--- config.mk ---
export PLATFORM = sky130hd
export DESIGN_NAME = spi_eeprom_command_protect
export DESIGN_NICKNAME = d
export VERILOG_FILES = /design/src/core/spi_cmd_pkg.sv /design/src/core/spi_pin_sync.sv /design/src/core/spi_eeprom_command_protect.sv
export SDC_FILE = /design/constraint.sdc
export NUM_CORES = 1
export LEC_CHECK = 0
export CAP_MARGIN = 20
export CORE_MARGIN = 4
export CORE_UTILIZATION = 50
export DETAILED_ROUTE_END_ITERATION = 8
export DONT_BUFFER_PORTS = 1
export SYNTH_ARGS = -nofsm -noshare
export SYNTH_HDL_FRONTEND = slang
export SYNTH_SLANG_ARGS = --single-unit
--- constraint.sdc ---
create_clock -name clk -period 4 [get_ports clk]
set_input_delay 0.8 -clock clk [delete_from_list [all_inputs] [get_ports clk]]
set_output_delay 0.8 -clock clk [all_outputs]
set_load 0.005 [all_outputs]
--- src/core/spi_cmd_pkg.sv ---
// Shared constants and carriers for the serial EEPROM command front end.
// Assumes a single 125 MHz system clock; all pins are sampled into it.
package spi_cmd_pkg;
    // Instruction opcodes.
    localparam logic [7:0] OP_SET_LATCH = 8'h06;
    localparam logic [7:0] OP_CLR_LATCH = 8'h04;
    localparam logic [7:0] OP_STAT_RD = 8'h05;
    localparam logic [7:0] OP_STAT_WR = 8'h01;
    localparam logic [7:0] OP_ARR_RD = 8'h03;
    localparam logic [7:0] OP_ARR_WR = 8'h02;
    localparam logic [7:0] OP_ID_RD = 8'h83;
    localparam logic [7:0] OP_ID_WR = 8'h82;
    // Address layout.
    localparam int ADDR_BITS = 24;
    localparam int ARR_MSB = 18;
    localparam int ID_MSB = 8;
    localparam int ID_SEL_BIT = 10;
    // Protected region starts (19-bit array address).
    localparam logic [18:0] QUARTER_BASE = 19'h6_0000;
    localparam logic [18:0] HALF_BASE = 19'h4_0000;
    // Status byte field positions.
    localparam int ST_BUSY = 0;
    localparam int ST_LATCH = 1;
    localparam int ST_PLO = 2;
    localparam int ST_PHI = 3;
    localparam int ST_LOCK = 7;
    // Self-timed write cycle length.
    localparam int WRITE_TIME_US = 5000;
    localparam int CLK_MHZ = 125;

    // Decoded command kinds.
    typedef enum logic [8:0] {
        K_NONE = 9'h001,
        K_SET = 9'h002,
        K_CLR = 9'h004,
        K_SRD = 9'h008,
        K_SWR = 9'h010,
        K_ARD = 9'h020,
        K_AWR = 9'h040,
        K_IRD = 9'h080,
        K_IWR = 9'h100
    } kind_e;

    // Front-end sequencing.
    typedef enum logic [3:0] {
        S_OPC = 4'h1,
        S_ADDR = 4'h2,
        S_DATA = 4'h4,
        S_WAIT = 4'h8
    } phase_e;

    // Write cycle request handed to the array engine.
    typedef struct packed {
        logic arr;
        logic swr;
        logic idw;
        logic idlock;
        logic [23:0] addr;
        logic [7:0] data;
    } wreq_s;

    // Nonvolatile status contents.
    typedef struct packed {
        logic lock;
        logic phi;
        logic plo;
    } nvstat_s;
endpackage

--- src/core/spi_pin_sync.sv ---
// Two-flop synchroniser bank for the serial pins.
// Assumes every input is asynchronous to clk.
`timescale 1ns/1ns
`default_nettype none
module spi_pin_sync #(
    parameter int WIDTH = 5
) (
    input wire logic clk,
    input wire logic resetn,
    input wire logic [WIDTH-1:0] pins,
    output logic [WIDTH-1:0] synced
);
    logic [WIDTH-1:0] meta_q;

    // First stage is read only by the second; reset value idles deselected.
    always_ff @(posedge clk or negedge resetn) begin
        if (!resetn) begin
            meta_q <= '1;
            synced <= '1;
        end else begin
            meta_q <= pins;
            synced <= meta_q;
        end
    end
endmodule
`default_nettype wire

--- src/core/spi_eeprom_command_protect.sv ---
// Serial command front end of a byte-wide EEPROM: selection, pause,
// opcode and address decoding, write latch, protection and status readback.
// Assumes the serial clock is far slower than clk so every edge is seen.
`timescale 1ns/1ns
`default_nettype none
module spi_eeprom_command_protect
    import spi_cmd_pkg::*;
#(
    parameter int WRITE_CYCLES = WRITE_TIME_US * CLK_MHZ,
    parameter logic [2:0] NV_INIT = 3'b000
) (
    input wire logic clk,
    input wire logic resetn,
    input wire logic sel_n,
    input wire logic sclk,
    input wire logic sdi,
    input wire logic pause_n,
    input wire logic wprot_n,
    input wire logic [7:0] mem_rdata,
    output logic sdo,
    output logic sdo_oe,
    output logic standby,
    output logic mem_rd,
    output logic [23:0] mem_addr,
    output logic wr_start,
    output spi_cmd_pkg::wreq_s wr_req,
    output logic [7:0] status_byte
);
    import spi_cmd_pkg::*;

    // Refuse a write time that the cycle counter cannot serve, before any run starts.
    if (WRITE_CYCLES < 1 || WRITE_CYCLES > 32'h7FFF_FFFF) begin
        $error("WRITE_CYCLES out of range");
    end

    typedef struct packed {
        logic sclk_q;
        logic sel_q;
        logic paused;
        logic seen_fall;
        phase_e phase;
        kind_e kind;
        logic [7:0] sh;
        logic [2:0] bitc;
        logic [1:0] abyte;
        logic [23:0] addr;
        logic [7:0] data;
        logic have_data;
        logic done_edge;
        logic [7:0] tx;
        logic tx_on;
        logic latch;
        logic busy;
        logic [31:0] wcnt;
        wreq_s pend;
        nvstat_s nv;
        logic sdo;
        logic sdo_oe;
        logic standby;
        logic mem_rd;
        logic wr_start;
        logic [7:0] status;
    } state_s;

    state_s q, d;
    logic [4:0] syn;
    logic s_sel_n, s_sclk, s_sdi, s_pause_n, s_wp_n;

    spi_pin_sync #(.WIDTH(5)) u_sync (
        .clk(clk),
        .resetn(resetn),
        .pins({sel_n, sclk, sdi, pause_n, wprot_n}),
        .synced(syn)
    );
    assign {s_sel_n, s_sclk, s_sdi, s_pause_n, s_wp_n} = syn;

    ////////////////////////////////////////////////////////////////////////
    // Helpers.

    // Opcode to command kind.
    function automatic kind_e decode(input logic [7:0] op);
        case (op)
            OP_SET_LATCH: decode = K_SET;
            OP_CLR_LATCH: decode = K_CLR;
            OP_STAT_RD: decode = K_SRD;
            OP_STAT_WR: decode = K_SWR;
            OP_ARR_RD: decode = K_ARD;
            OP_ARR_WR: decode = K_AWR;
            OP_ID_RD: decode = K_IRD;
            OP_ID_WR: decode = K_IWR;
            default: decode = K_NONE;
        endcase
    endfunction

    // True when an array address lies in the protected region.
    function automatic logic in_protect(input nvstat_s nv, input logic [18:0] a);
        case ({nv.phi, nv.plo})
            2'b01: in_protect = (a >= QUARTER_BASE);
            2'b10: in_protect = (a >= HALF_BASE);
            2'b11: in_protect = 1'b1;
            default: in_protect = 1'b0;
        endcase
    endfunction

    // Status byte image.
    function automatic logic [7:0] stat_img(input state_s s);
        stat_img = '0;
        stat_img[ST_BUSY] = s.busy;
        stat_img[ST_LATCH] = s.latch;
        stat_img[ST_PLO] = s.nv.plo;
        stat_img[ST_PHI] = s.nv.phi;
        stat_img[ST_LOCK] = s.nv.lock;
    endfunction

    ////////////////////////////////////////////////////////////////////////
    // Next-state logic.

    logic rise, fall, sel_rise, sel_fall, active;
    logic [7:0] nsh;
    wreq_s req;
    logic ok_write;
    logic latch_set;

    always_comb begin
        d = q;
        d.sclk_q = s_sclk;
        d.sel_q = s_sel_n;
        d.wr_start = 1'b0;
        d.mem_rd = 1'b0;
        rise = s_sclk && !q.sclk_q;
        fall = !s_sclk && q.sclk_q;
        sel_fall = !s_sel_n && q.sel_q;
        sel_rise = s_sel_n && !q.sel_q;
        nsh = {q.sh[6:0], s_sdi};
        req = '0;
        ok_write = 1'b0;
        latch_set = 1'b0;

        // A falling select edge arms the front end after reset.
        if (sel_fall) begin
            d.seen_fall = 1'b1;
        end
        active = !s_sel_n && q.seen_fall;

        if (active && !q.paused && !s_pause_n && !s_sclk) begin
            d.paused = 1'b1;
        end else if (q.paused && s_pause_n && !s_sclk) begin
            d.paused = 1'b0;
        end

        if (active && !q.paused) begin
            if (rise) begin
                d.done_edge = 1'b0;
                d.bitc = q.bitc + 3'd1;
                d.sh = nsh;
                if (q.bitc == 3'd7) begin
                    d.done_edge = 1'b1;
                    case (q.phase)
                        S_OPC: begin
                            d.kind = decode(nsh);
                            case (decode(nsh))
                                K_ARD, K_AWR, K_IRD, K_IWR: d.phase = S_ADDR;
                                K_SWR: d.phase = S_DATA;
                                K_SRD: begin
                                    d.phase = S_DATA;
                                    d.tx = stat_img(q);
                                    d.tx_on = 1'b1;
                                end
                                default: d.phase = S_WAIT;
                            endcase
                        end
                        S_ADDR: begin
                            d.addr = {q.addr[15:0], nsh};
                            d.abyte = q.abyte + 2'd1;
                            if (q.abyte == 2'd2) begin
                                d.phase = S_DATA;
                                if (q.kind == K_ARD || q.kind == K_IRD) begin
                                    d.mem_rd = 1'b1;
                                    d.tx_on = 1'b1;
                                end
                            end
                        end
                        S_DATA: begin
                            d.data = nsh;
                            d.have_data = 1'b1;
                            if (q.kind == K_SRD) begin
                                d.tx = stat_img(q);
                            end else if (q.kind == K_ARD || q.kind == K_IRD) begin
                                d.addr = q.addr + 24'd1;
                                d.mem_rd = 1'b1;
                            end
                        end
                        default: d.phase = S_WAIT;
                    endcase
                end
            end else if (fall) begin
                // Clear the final-bit mark on a fall after a partial byte; a select rise after the final bit's fall is still accepted.
                if (q.bitc != 3'd0) begin
                    d.done_edge = 1'b0;
                end
                if (q.tx_on) begin
                    if (q.bitc == 3'd0) begin
                        d.sdo = (q.kind == K_SRD) ? q.tx[7] : mem_rdata[7];
                        d.tx = (q.kind == K_SRD) ? {q.tx[6:0], 1'b0}
                                                 : {mem_rdata[6:0], 1'b0};
                    end else begin
                        d.sdo = q.tx[7];
                        d.tx = {q.tx[6:0], 1'b0};
                    end
                end
            end
        end

        d.sdo_oe = active && q.tx_on && !q.paused;

        // Deselect: decide on execution, then reset command logic.
        if (sel_rise && q.seen_fall) begin
            // select rise inside final bit window
            // a complete write still launches from pause
            ok_write = (q.bitc == 3'd0) && (q.done_edge || q.paused);
            req.addr = q.addr;
            req.data = q.data;
            case (q.kind)
                K_SET: begin
                    if (ok_write && q.phase == S_ADDR) begin
                        d.latch = 1'b1;
                        latch_set = 1'b1;
                    end
                end
                K_CLR: begin
                    if (ok_write && q.phase == S_ADDR) begin
                        d.latch = 1'b0;
                    end
                end
                K_SWR: begin
                    req.swr = !(q.nv.lock && !s_wp_n);
                end
                K_AWR: begin
                    req.arr = !in_protect(q.nv, q.addr[ARR_MSB:0]);
                end
                K_IWR: begin
                    req.idlock = q.addr[ID_SEL_BIT];
                    req.idw = !q.addr[ID_SEL_BIT];
                    req.addr = q.addr[ID_SEL_BIT] ? '0 : {15'd0, q.addr[ID_MSB:0]};
                end
                default: ;
            endcase
            if (ok_write && q.have_data && q.latch && !q.busy
                && (req.arr || req.swr || req.idw || req.idlock)) begin
                d.pend = req;
                d.wr_start = 1'b1;
                d.busy = 1'b1;
                d.wcnt = '0;
            end
        end
        // reset command logic, keep latch and busy
        if (s_sel_n) begin
            d.paused = 1'b0;
            d.phase = S_OPC;
            d.kind = K_NONE;
            d.bitc = '0;
            d.abyte = '0;
            d.have_data = 1'b0;
            d.done_edge = 1'b0;
            d.tx_on = 1'b0;
        end
        // The opcode phase of latch commands waits for deselect.
        if (q.phase == S_OPC && (d.kind == K_SET || d.kind == K_CLR)) begin
            d.phase = S_ADDR;
        end

        // Self-timed write cycle.
        if (q.busy) begin
            d.wcnt = q.wcnt + 32'd1;
            if (q.wcnt == WRITE_CYCLES - 1) begin
                d.busy = 1'b0;
                // completion clears latch; a set in the same cycle wins.
                if (!latch_set) begin
                    d.latch = 1'b0;
                end
                if (q.pend.swr) begin
                    d.nv.lock = q.pend.data[ST_LOCK];
                    d.nv.phi = q.pend.data[ST_PHI];
                    d.nv.plo = q.pend.data[ST_PLO];
                end
            end
        end

        d.standby = s_sel_n && !d.busy;
        d.status = stat_img(d);
    end

    ////////////////////////////////////////////////////////////////////////
    // State register.

    always_ff @(posedge clk or negedge resetn) begin
        if (!resetn) begin
            q <= '0;
            q.sclk_q <= 1'b1; // Matches the synchroniser's reset, so no false rise.
            q.sel_q <= 1'b1;
            q.phase <= S_OPC;
            q.kind <= K_NONE;
            q.nv <= NV_INIT;
            q.standby <= 1'b1;
        end else begin
            q <= d;
        end
    end

    // Outputs straight from the state flops.
    assign sdo = q.sdo;
    assign sdo_oe = q.sdo_oe;
    assign standby = q.standby;
    assign mem_rd = q.mem_rd;
    assign mem_addr = q.addr;
    assign wr_start = q.wr_start;
    assign wr_req = q.pend;
    assign status_byte = q.status;
endmodule
`default_nettype wire

==> run metrics <==
outcome finished, final reports clean; antenna violations before repair 0; WL/cell 19.1 um; Pwr Density 399 nW/um^2; WP data arrival 3.58 ns; placer congestion estimate 0.882; Max Slew Vio Count 0; final HPWL from detailed placement 13.8 mm; Synth area leaders dfrtp_1 42%, buf_4 6.0%, dfstp_2 4.6%, mux2_2 3.3%, nand2_1 3.1%; worst hold path class in2async; Max Clock Skew 0.0154 ns; most used cell, CP buf_4; nets@finish 824; TritonRoute pass-1 iters 5; n_diodes 0; Seq/Total Area, Yosys 46.8%; FILL cells 1,523; Max-Cap Viols 0; Switching Share 24.9%; via/cell ratio 6.08; Post-DRT Antenna Nets 0; CTS resizes 0; DRT iter0 DRCs 449; core box area 16,700 sq um; Total Routing Usage GR 21.0%; layout cells sized above 1 12.3%; first-pass GRT wire length 33.2 mm; Final Cycle Share 80.9%; CTS Buf Count 17; synthesized area 8590 sq um; Sink Count 160; VDD IR max 0.280 mV; Layout Area Growth over Synthesis 2.74%; Gate power share 4.9%; CTS Buffer Depth 2; RSZ-0062 raised after global routing false; Worst path slowest cell dfstp_2; CP max FO 28; WS Path Type reg2reg; Residual DRC 0; clock root buffer clkbuf_16; number of synthesized flops with an enable pin 0; cell taking the most area after synthesis dfrtp_1; FF+latch area 4020 sq um; Fmax 0.309 GHz; vias in the first global route 6,179; fin crit period 3.24 ns; P_leak 3.59 nW; die height 139 um; total negative slack 0 ns; Worst setup SP type flop; total gr overflow 0; NetSw 0.000877 W; post-CTS setup buffers 0; Final Non-Filler Cells 1,033; largest net degree at the start of global routing 161; worst slew pin tran 0.920 ns; IO Count 88; drt total wl 19.7 mm; relative slew slack 38.7%; Hold Vio Cnt, Final 0; htree depth 4; most common library cells after synthesis 145 x dfrtp_1, 71 x nand2_1, 69 x buf_4, 48 x o21ai_0, 46 x nor2_1; area of the multi-input gates 3710 sq um; syn_area_per_cell 9.75 sq um; Site Rows 47; Die Wd 139 um; asr flop ratio synth 100%; IO buf count 0; CTS tree yes; Top FF cell, synth dfrtp_1; max incr delay on CP 0.87 ns; Seq pwr share 49.6%; Yosys top cell area share 42.2%; hold buffers post-CTS 0; placed cell count 1,001; #FFs+latches synth 160; vias post-DR 6,276; Cell variety after synth 67; most common cell in the synthesized netlist dfrtp_1; Cells after Synth 881; Worst EP required 4.34 ns; sequence of cells on the critical path nand3b_1 -> or4_1 -> buf_4 -> a31oi_4 -> buf_4 -> mux2i_1; part of the power in the clock network 45.4%; P_int 0.00264 W; CTS clk-pin slew, worst paths 0.07 ns; total power draw 0.00352 W; area of the die 19,300 sq um; Syn. warnings 0; crit end category flop; Final Setup Violations 0; clk_lat worst skew 0.43 ns; Starting Density 51.4%
## logic make-up after synthesis
group,count (synthesis),share of synthesized area [%]
simple gates,285,18.0
compound gates,198,14.7
flops,160,46.8
buf+inv,155,10.3
mux,58,7.26
xor+xnor,15,1.53
fa+ha+maj,9,1.31
other cells,1,0.0437
## final timing paths
path,cells past startpoint,end,slack [ns],start
worst max-delay path,6,wr_req[16]$_DFFE_PN0P_,0.76,u_sync.synced[4]$_DFF_PN1_
min in group clk,0,u_sync.synced[2]$_DFF_PN1_,0.36,u_sync.meta_q[2]$_DFF_PN1_
worst min-delay path,0,q[65]$_DFFE_PN0P_,0.07,resetn
max in group asynchronous,0,u_sync.meta_q[2]$_DFF_PN1_,3.68,resetn
worst max register to register,6,wr_req[16]$_DFFE_PN0P_,0.76,u_sync.synced[4]$_DFF_PN1_
worst min register to register,0,u_sync.synced[2]$_DFF_PN1_,0.36,u_sync.meta_q[2]$_DFF_PN1_
## stage by stage
step                      hold slack [ns]  utilization, %  worst slack (ns)  cell area (sq um)
final                              0.0718            52.8             0.764               8820
after global placement              0.346            49.3             0.911               8240
after global routing               0.0458            52.8             0.581               8820
after detailed placement            0.347            49.3             0.806               8240
after floorplan                     0.345               -              1.60               8600
after CTS                          0.0512            52.8             0.774               8820
## layout by cell type, fill, tap and decap left out, types with 4 or more instances in the layout
| cell type | Yosys | final |
|---|---|---|
| dfrtp_1 | 145 | 145 |
| nand2_1 | 71 | 71 |
| o21ai_0 | 48 | 48 |
| nor2_1 | 46 | 46 |
| inv_1 | 44 | 44 |
| a21oi_1 | 42 | 42 |
| nand3_1 | 40 | 40 |
| mux2_2 | 25 | 25 |
| mux2i_1 | 24 | 24 |
| nand4_1 | 21 | 21 |
| o22ai_1 | 21 | 21 |
| o211ai_1 | 20 | 20 |
| nor3_1 | 17 | 17 |
| clkbuf_16 | 0 | 17 |
| dfstp_2 | 15 | 15 |
| a2bb2oi_1 | 14 | 14 |
| nor4_1 | 11 | 11 |
| o21ai_1 | 11 | 11 |
| or3_1 | 10 | 10 |
| nand2b_1 | 9 | 9 |
| xnor2_1 | 9 | 9 |
| mux2_1 | 9 | 9 |
| ha_1 | 9 | 9 |
| buf_4 | 69 | 9 |
| and2_1 | 8 | 8 |
| o21bai_1 | 8 | 8 |
| and3_1 | 6 | 6 |
| xor2_1 | 6 | 6 |
| inv_6 | 0 | 6 |
| clkinv_4 | 0 | 6 |
| and4_1 | 5 | 5 |
| nand3b_1 | 5 | 5 |
| or4b_2 | 4 | 4 |
| nor4b_1 | 4 | 4 |
| nor2b_1 | 4 | 4 |
| or2_2 | 4 | 4 |
| a211oi_1 | 4 | 4 |
## worst max-delay path, delay by kind of cell (launching register included)
kind	cells	cell delay [ns]
and+or+nand+nor	2	0.70
DFF	1	0.87
muxes	1	0.20
buffers and inverters	2	0.61
AOI/OAI and AO/OA	1	0.75
## cell type report
| class | instances | share of cell area, % |
|---|---|---|
| inverters | 44 | 1.87 |
| multi-input cells | 568 | 42.0 |
| flip-flops and latches | 160 | 45.6 |
| clock inverters | 14 | 1.66 |
| well taps | 220 | 3.12 |
| repair buffers | 9 | 0.766 |
| clock buffers | 18 | 4.98 |
## layer usage
layer  GRT usage [%]  part of all wire [%]  up-vias
met4            6.95                   1.5        0
li1                -                     -     2934
met1            27.7                    44     3159
met2            33.7                    49      161
met3            5.66                   5.7       22
met5               0                     0        -
## sequential cells by signal, summed over array words and instances (netlist names)
name and count:
wr_start 1, u_sync.synced 5, u_sync.meta_q 5, mem_rd 1, wr_req 36, nsh 7
sdo 1, mem_addr 24, standby 1, status_byte 5, sdo_oe 1, q 73
## power by group through the flow
stage                     Sequential, W  Clock, W  Combinational [W]
after floorplan                 0.00172         0           0.000177
after global placement          0.00177         0           0.000168
after detailed placement        0.00177         0           0.000172
after CTS                       0.00174   0.00164           0.000173
after global routing            0.00176   0.00173           0.000192
final                           0.00175   0.00160           0.000174
Power figures use the tool's default switching activity.
